### config.mk
export PLATFORM = sky130hd
export DESIGN_NAME = rsc_top
export DESIGN_NICKNAME = d
export VERILOG_FILES = /design/src/rtl/rsc_pkg.sv /design/src/rtl/rsc_sync.sv /design/src/rtl/rsc_timer.sv /design/src/rtl/rsc_top.sv
export SDC_FILE = /design/constraint.sdc
export NUM_CORES = 1
export LEC_CHECK = 0
export ABC_AREA = 1
export BUFFER_PORTS_ARGS = -buffer_cell sky130_fd_sc_hd__buf_2
export CAP_MARGIN = 20
export CORE_MARGIN = 1.5
export CORE_UTILIZATION = 35
export DETAILED_ROUTE_END_ITERATION = 16
export PLACE_DENSITY = 0.64
export RECOVER_POWER = 100
export SYNTH_ARGS = -nofsm -noshare
export SYNTH_HDL_FRONTEND = slang
export SYNTH_HIERARCHICAL = 1
export SYNTH_SLANG_ARGS = --single-unit
### constraint.sdc
create_clock -name ref_clk -period 2.5 [get_ports ref_clk]
set_clock_uncertainty 0.15 [all_clocks]
set_input_delay 0.75 -clock ref_clk [delete_from_list [all_inputs] [get_ports ref_clk]]
set_output_delay 0.75 -clock ref_clk [all_outputs]
set_load 0.05 [all_outputs]
### src/rtl/rsc_pkg.sv
// Purpose: constants and carrier types for the reset sequence controller
// Assumes: ref_clk at 40 MHz, synchronous active-high srst
// Notes: durations held in their printed units, cycle counts derived here
// Function
// - external long self-test sequence lasts 28 to 37 ms, start to pin release.
// - long functional sequence lasts 35 to 400 us, typically 150.
// - short functional sequence lasts 1 to 10 us, typically 4.
// - maximum durations hold only if nobody holds the pin low afterwards.
// - internal destructive sources start only a destructive sequence.
// - external pin assertion starts external long or functional, never destructive.
// - functional sources configured long start only the long functional sequence.
// - functional sources configured short start only the short functional sequence.
// - pin still held externally at sequence end keeps the final stage.
// - pin assertion starts a sequence only if the pin was released before.
// - held pin never blocks a destructive start but may extend it.
// - self test in destructive reset chosen by nonvolatile shadow configuration.
// - reset pin is bidirectional: driven low by device, asserted externally.
// - destructive lasts 28 to 39 ms with self test, 500 to 5000 us without.
package rsc_pkg;
  localparam int unsigned CLK_KHZ = 40000;
  // durations: typical figures as targets, all inside the documented windows
  localparam int unsigned DESTRUCTIVE_SELFTEST_DURATION_MS = 34;
  localparam int unsigned DESTRUCTIVE_PLAIN_DURATION_US = 4200;
  localparam int unsigned EXT_LONG_SELFTEST_DURATION_MS = 32;
  localparam int unsigned FUNC_LONG_DURATION_US = 150;
  localparam int unsigned FUNC_SHORT_DURATION_US = 4;
  localparam int unsigned DRB_CYC = DESTRUCTIVE_SELFTEST_DURATION_MS * CLK_KHZ;
  localparam int unsigned DR_CYC = DESTRUCTIVE_PLAIN_DURATION_US * CLK_KHZ / 1000;
  localparam int unsigned ERLB_CYC = EXT_LONG_SELFTEST_DURATION_MS * CLK_KHZ;
  localparam int unsigned FRL_CYC = FUNC_LONG_DURATION_US * CLK_KHZ / 1000;
  localparam int unsigned FRS_CYC = FUNC_SHORT_DURATION_US * CLK_KHZ / 1000;
  // share of each sequence spent in the final reset stage (numerator over 8)
  localparam int unsigned FINAL_STAGE_EIGHTHS = 1;
  localparam int unsigned CNT_W = 21;
  // starts at asserted, so a pin held low across srst never looks like a fresh fall
  localparam logic [1:0] SYNC_RESET = 2'h0;

  typedef enum logic [2:0] {
    RSC_SEQ_NONE, RSC_SEQ_DESTR_ST, RSC_SEQ_DESTR, RSC_SEQ_EXT_LONG,
    RSC_SEQ_FUNC_LONG, RSC_SEQ_FUNC_SHORT
  } rsc_seq_e;

  typedef struct packed {
    logic low_voltage_detector;
    logic high_voltage_detector;
    logic func_long_req;
    logic func_short_req;
    logic func_drive_en;
  } rsc_trig_s;

  typedef struct packed {
    logic busy;
    logic final_reset_stage;
    logic built_in_self_test;
    rsc_seq_e seq;
  } rsc_stat_s;
endpackage : rsc_pkg

### src/rtl/rsc_sync.sv
// Purpose: two-flop synchroniser for the reset pin level
// Assumes: single clock
// Notes: first flop is read only by the second
`timescale 1ns/1ps
`default_nettype none
module rsc_sync
  import rsc_pkg::*;
(
  // clock and reset
  input wire logic ref_clk,
  input wire logic srst,
  // level
  input wire logic d,
  output logic q
);
  logic [1:0] s_r;
  logic [1:0] s_nxt;
  always_comb begin
    s_nxt = {s_r[0], d};
  end
  always_ff @(posedge ref_clk) begin
    if (srst) begin
      s_r <= SYNC_RESET; // high must be seen after reset before a fall counts
    end else begin
      s_r <= s_nxt;
    end
  end
  assign q = s_r[1];
endmodule : rsc_sync
`default_nettype wire

### src/rtl/rsc_timer.sv
// Purpose: down counter timing one reset sequence
// Assumes: load and count on ref_clk
// Notes: done is a level while the count sits at zero and load is low
`timescale 1ns/1ps
`default_nettype none
module rsc_timer
  import rsc_pkg::*;
(
  // clock and reset
  input wire logic ref_clk,
  input wire logic srst,
  // control
  input wire logic load,
  input wire logic [CNT_W-1:0] load_val,
  // status
  output logic [CNT_W-1:0] cnt,
  output logic done
);
  logic [CNT_W-1:0] cnt_r;
  logic [CNT_W-1:0] cnt_nxt;
  always_comb begin
    cnt_nxt = cnt_r;
    if (load) begin
      cnt_nxt = load_val;
    end else if (cnt_r != '0) begin
      cnt_nxt = cnt_r - 1'b1;
    end
  end
  always_ff @(posedge ref_clk) begin
    if (srst) begin
      cnt_r <= '0;
    end else begin
      cnt_r <= cnt_nxt;
    end
  end
  assign cnt = cnt_r;
  assign done = (cnt_r == '0) && !load;
endmodule : rsc_timer
`default_nettype wire

### src/rtl/rsc_top.sv
// Purpose: chooses and times reset sequences, drives the bidirectional reset pin
// Assumes: triggers synchronous to ref_clk; pin input arrives raw from the pad
// Notes: the pin is open drain; only low is ever driven
`timescale 1ns/1ps
`default_nettype none
module rsc_top
  import rsc_pkg::*;
(
  // clock and reset
  input wire logic ref_clk,
  input wire logic srst,
  // reset sources
  input wire rsc_pkg::rsc_trig_s trig,
  // nonvolatile shadow configuration
  input wire logic cfg_self_test_en,
  // bidirectional reset pin, active low
  input wire logic reset_pin_n_in,
  output logic reset_pin_n_out,
  output logic reset_pin_n_oe,
  // status
  output rsc_pkg::rsc_stat_s stat,
  output logic chip_reset
);
  import rsc_pkg::*;

  typedef enum logic [1:0] {RSC_ST_RUN, RSC_ST_SEQ, RSC_ST_FINAL, RSC_ST_WAIT_REL} rsc_state_e;

  function automatic logic [CNT_W-1:0] seq_len(input rsc_seq_e s);
    unique case (s)
      RSC_SEQ_DESTR_ST: seq_len = CNT_W'(DRB_CYC);
      RSC_SEQ_DESTR: seq_len = CNT_W'(DR_CYC);
      RSC_SEQ_EXT_LONG: seq_len = CNT_W'(ERLB_CYC);
      RSC_SEQ_FUNC_LONG: seq_len = CNT_W'(FRL_CYC);
      RSC_SEQ_FUNC_SHORT: seq_len = CNT_W'(FRS_CYC);
      default: seq_len = CNT_W'(1);
    endcase
  endfunction : seq_len

  logic pin_s;
  logic pin_prev_r;
  logic pin_prev_nxt;
  logic ext_fall;
  logic [CNT_W-1:0] cnt;
  logic tmr_done;
  logic load;
  logic [CNT_W-1:0] load_val;
  rsc_state_e st_r;
  rsc_state_e st_nxt;
  rsc_seq_e seq_r;
  rsc_seq_e seq_nxt;
  logic drive_r;
  logic drive_nxt;
  logic [CNT_W-1:0] final_len_r;
  logic [CNT_W-1:0] final_len_nxt;
  logic oe_r;
  logic oe_nxt;
  logic chip_rst_r;
  logic chip_rst_nxt;
  rsc_stat_s stat_r;
  rsc_stat_s stat_nxt;
  logic destr_req;

  rsc_sync u_sync (
    .ref_clk(ref_clk),
    .srst(srst),
    .d(reset_pin_n_in),
    .q(pin_s)
  );

  rsc_timer u_timer (
    .ref_clk(ref_clk),
    .srst(srst),
    .load(load),
    .load_val(load_val),
    .cnt(cnt),
    .done(tmr_done)
  );

  // only a falling pin seen while running counts as an external trigger
  assign ext_fall = pin_prev_r && !pin_s;
  assign destr_req = trig.low_voltage_detector | trig.high_voltage_detector;

  always_comb begin
    st_nxt = st_r;
    seq_nxt = seq_r;
    drive_nxt = drive_r;
    final_len_nxt = final_len_r;
    load = 1'b0;
    load_val = '0;
    pin_prev_nxt = pin_s;
    // destructive sources pre-empt anything, held pin or not
    if (destr_req) begin
      st_nxt = RSC_ST_SEQ;
      seq_nxt = cfg_self_test_en ? RSC_SEQ_DESTR_ST : RSC_SEQ_DESTR;
      drive_nxt = 1'b1;
      load = 1'b1;
      load_val = seq_len(seq_nxt);
    end else begin
      unique case (st_r)
        RSC_ST_RUN: begin
          if (ext_fall) begin
            // external trigger: long self test if configured, else short functional
            st_nxt = RSC_ST_SEQ;
            seq_nxt = cfg_self_test_en ? RSC_SEQ_EXT_LONG : RSC_SEQ_FUNC_SHORT;
            drive_nxt = 1'b1;
            load = 1'b1;
            load_val = seq_len(seq_nxt);
          end else if (trig.func_long_req) begin
            st_nxt = RSC_ST_SEQ;
            seq_nxt = RSC_SEQ_FUNC_LONG;
            drive_nxt = trig.func_drive_en;
            load = 1'b1;
            load_val = seq_len(seq_nxt);
          end else if (trig.func_short_req) begin
            st_nxt = RSC_ST_SEQ;
            seq_nxt = RSC_SEQ_FUNC_SHORT;
            drive_nxt = trig.func_drive_en;
            load = 1'b1;
            load_val = seq_len(seq_nxt);
          end
        end
        RSC_ST_SEQ: begin
          final_len_nxt = CNT_W'((32'(seq_len(seq_r)) * FINAL_STAGE_EIGHTHS) >> 3);
          if (cnt <= final_len_nxt) begin
            st_nxt = RSC_ST_FINAL;
          end
        end
        RSC_ST_FINAL: begin
          if (tmr_done) begin
            drive_nxt = 1'b0;
            st_nxt = RSC_ST_WAIT_REL;
          end
        end
        RSC_ST_WAIT_REL: begin
          // pin held by the outside keeps the final stage without bound
          if (pin_s) begin
            st_nxt = RSC_ST_RUN;
            seq_nxt = RSC_SEQ_NONE;
          end
        end
      endcase
    end
    oe_nxt = drive_nxt && (st_nxt != RSC_ST_RUN) && (st_nxt != RSC_ST_WAIT_REL);
    chip_rst_nxt = (st_nxt != RSC_ST_RUN);
    stat_nxt.busy = (st_nxt != RSC_ST_RUN);
    stat_nxt.final_reset_stage = (st_nxt == RSC_ST_FINAL) || (st_nxt == RSC_ST_WAIT_REL);
    stat_nxt.built_in_self_test = (st_nxt == RSC_ST_SEQ) &&
      ((seq_nxt == RSC_SEQ_DESTR_ST) || (seq_nxt == RSC_SEQ_EXT_LONG));
    stat_nxt.seq = seq_nxt;
  end

  always_ff @(posedge ref_clk) begin
    if (srst) begin
      st_r <= RSC_ST_RUN;
      seq_r <= RSC_SEQ_NONE;
      drive_r <= 1'b0;
      final_len_r <= '0;
      pin_prev_r <= 1'b0;
      oe_r <= 1'b0;
      chip_rst_r <= 1'b0;
      stat_r <= '0;
    end else begin
      st_r <= st_nxt;
      seq_r <= seq_nxt;
      drive_r <= drive_nxt;
      final_len_r <= final_len_nxt;
      pin_prev_r <= (st_nxt == RSC_ST_RUN) ? pin_prev_nxt : 1'b0;
      oe_r <= oe_nxt;
      chip_rst_r <= chip_rst_nxt;
      stat_r <= stat_nxt;
    end
  end

  // open drain: data is always low, the enable decides
  always_ff @(posedge ref_clk) begin
    reset_pin_n_out <= 1'b0;
  end
  assign reset_pin_n_oe = oe_r;
  assign chip_reset = chip_rst_r;
  assign stat = stat_r;
endmodule : rsc_top
`default_nettype wire

==> results.tsv <==
metric	value	unit
dp_hpwl	5.77	mm
synth-seq-cells	34	
pre_cts_slack	-0.0128	ns
grt_use_met2	28.5	%
initial_utilization	36.3	%
synth_top_cell_by_area	dfxtp_1	
async_flop_share	0	%
cp_max_fo	7	
clk_path_buf_depth	2	
finalCritPeriodShare	92.4	%
final_cell_count_no_fill	560	
synth_most_common_cell	nand2_1	
power.share.clock	35.1	%
start_kind	flop	
die_x	92.7	µm
total_leakage_power	1.57	nW
cp_cell_sequence	inv_4 > o21ai_0 > ha_1 > a21o_1 > nor2_1 > nand2_1 > nand2_1 > nand3_2 > nand3_2 > nand2_1 > a21oi_4 > buf_4 > nor2_1	
worstSetupPathType	reg -> reg	
vias_per_cell	4.80	
pwr-share-comb	29.7	%
numCtsBuffers	5	
finalWorstSetupSlack	0.191	ns
wl	7.18	mm
synth_seq_area_share	24.2	%
gp_congestion	0.892	
netlist_area	2820	µm²
drv_slew	0	
cts_sinks	34	
grt_busiest_layer	met2	
cpMaxStageDelayCell	dfxtp_4	
path_clk_slew	0.08	ns
critPathBufInv	2	
area_growth	17.3	%
hold_buffers	0	
synth_edf_count	0	
grt.total_usage	17.4	%
cts_tree	yes	
switching_share	34.6	%
p_int	0.00116	W
holdPathStages	2	
wl_per_cell	12.8	µm
synth_area_leaders	dfxtp_1, nand2_1, ha_1, inv_1, nor2_1	
first_global_vias	2437	
antenna_found_initial	0	
finalCoreUtilization	42.5	%
worst_pin_slew	0.619	ns
ant_nets	0	
tns	0	ns
cp.required	2.52	ns
clock_latency	0.29	ns
p_sw	0.000611	W
grt-ovfl-total	0	
synth_top_area_share	24.2	%
r2r_setup_slack	0.19	ns
cap_violations	0	
layout.nets	487	
avgSynthCellArea	6.68	µm²
synthDistinctLibCells	40	
ys.warnings.count	6	
num_io_pins	18	
drt-initial-drc-count	120	
timing.rr.end	st_r[0]	
die_h	92.7	µm
cp_common_cell	nand2_1	
layout-drive-gt1-share	24.0	%
power_density	534	nW/µm²
finalSetupViolCount	0	
seqPwrFrac	35.2	%
hold_violations	0	
ys_top_cells_by_count	nand2_1, inv_1, nor2_1	
dieArea	8600	µm²
met1_usage	24.0	%
core.rowCount	32	
drc_errors	0	
drtPass1Iterations	4	
cts_root_buffer	clkbuf_8	
use_met3	2.38	%
slowest_delay	0.37	ns
min-delay-start	u_sync/s_r[0]	
hold_ws	0.256	ns
critPathCaptureType	flop	
rr_startpoint	stat[2]	
cp_data_arrival_time	2.32	ns
numPortBuffers	16	
status	complete, no violations	
clock.fmax	0.433	GHz
grt_max_degree	28	
layout_min_cycle_time	2.31	ns
hp-class	reg -> reg	
diodes	0	
grt_pass1_wl	11.8	mm
dp_cells	550	
reg2regPathDepth	13	
synthFlopType	dfxtp_1	
min_to	u_sync/s_r[1]	
h-tree-depth	2	
slew_headroom	58.9	%
synthCells	422	
core	7770	µm²
crit_family	compound AO/OA/AOI/OAI gates	
ir_drop	0.308	mV
vias	2690	
layout make-up:
cell class / instances / area, µm²
sequential: 34 / 689
inverter: 63 / 239
multi-input combinational: 320 / 1910
timing repair buffer: 33 / 199
clock buffer: 5 / 68.8
fill: 825 / 4460
tap: 102 / 128
clock inverter: 3 / 68.8
power by group through the flow:
stage          Combinational [W]  Clock, W  Sequential (W)
2_1_floorplan           0.000377         0        0.000643
3_3_place_gp            0.000496         0        0.000632
3_5_place_dp            0.000509         0        0.000633
4_1_cts                 0.000512  0.000635        0.000620
5_1_grt                 0.000587  0.000663        0.000628
6_report                0.000524  0.000620        0.000622
timing repair:
item,CTS,global route
endpoints found under the setup margin,0,7
hold endpoints to repair,0,0
setup buffers,0,2
resized for setup,0,22
worst max-delay path by stage:
stage | startpoint | cells past startpoint | slack [ns] | end
3_5_place_dp | trig[2] | 16 | -0.01 | reset_pin_n_oe
2_1_floorplan | trig[3] | 15 | 0.03 | reset_pin_n_oe
4_1_cts | stat[2] | 18 | 0.04 | reset_pin_n_oe
5_1_grt | stat[1] | 16 | -0.02 | reset_pin_n_oe
3_3_place_gp | trig[2] | 15 | 0.08 | reset_pin_n_oe
6_report | stat[2] | 13 | 0.19 | st_r[0]
state kept, by name, summed over array words and instances (netlist names):
| signal | cells |
|---|---|
| drive_r | 1 |
| pin_prev_r | 1 |
| reset_pin_n_oe | 1 |
| st_r | 2 |
| stat | 6 |
| u_sync/s_r | 2 |
| u_timer/cnt | 21 |
worst register-to-register path: cells and delay by family, from the launching register on:
family,cells,cell delay [ns]
AO/OA/AOI/OAI,3,0.55
flip-flops,1,0.37
adder cells (fa/ha/maj),1,0.33
AND/OR/NAND/NOR,7,0.54
buffers and inverters,2,0.24
placed cells by master, fill, tap and decap left out, drive strengths merged:
cell type  netlist  layout
o22ai            2       2
xor2             4       4
o21ai           14      14
bufinv           0       2
nor2            79      79
and2             1       1
nor3             4       4
nand2           98      98
inv             63      63
a21oi           29      29
clkinv           0       1
a31oi            1       1
a21o             1       1
o21bai           1       1
or2              5       5
dfxtp           34      34
ha              21      21
nor3b            1       1
nand4            7       7
o211ai           9       9
nand3b           3       3
conb             1       7
nand3           32      32
buf              8      26
a211oi           1       1
clkbuf           3      12
per-layer routing:
layer  vias up  share of wire, %
li1       1414                 -
met1      1222                48
met2        52                48
met3         2               3.7
met4         0              0.57
met5         -                 0
logic make-up after synthesis:
group | Yosys count | synth area share (%)
adder cells (fa/ha/maj) | 21 | 9.32
AND/OR/NAND/NOR | 230 | 41.2
other | 1 | 0.133
buffers and inverters | 74 | 10.8
flip-flops | 34 | 24.2
XOR/XNOR | 4 | 1.24
AO/OA/AOI/OAI | 58 | 13.2
metrics by stage:
step                instance area [µm²]  power [W]
global placement                   3100    0.00113
floorplan                          2850    0.00102
finish                             3300    0.00177
CTS                                3240    0.00177
global route                       3300    0.00188
detailed placement                 3100    0.00114
(Power assumes the default switching activity.)
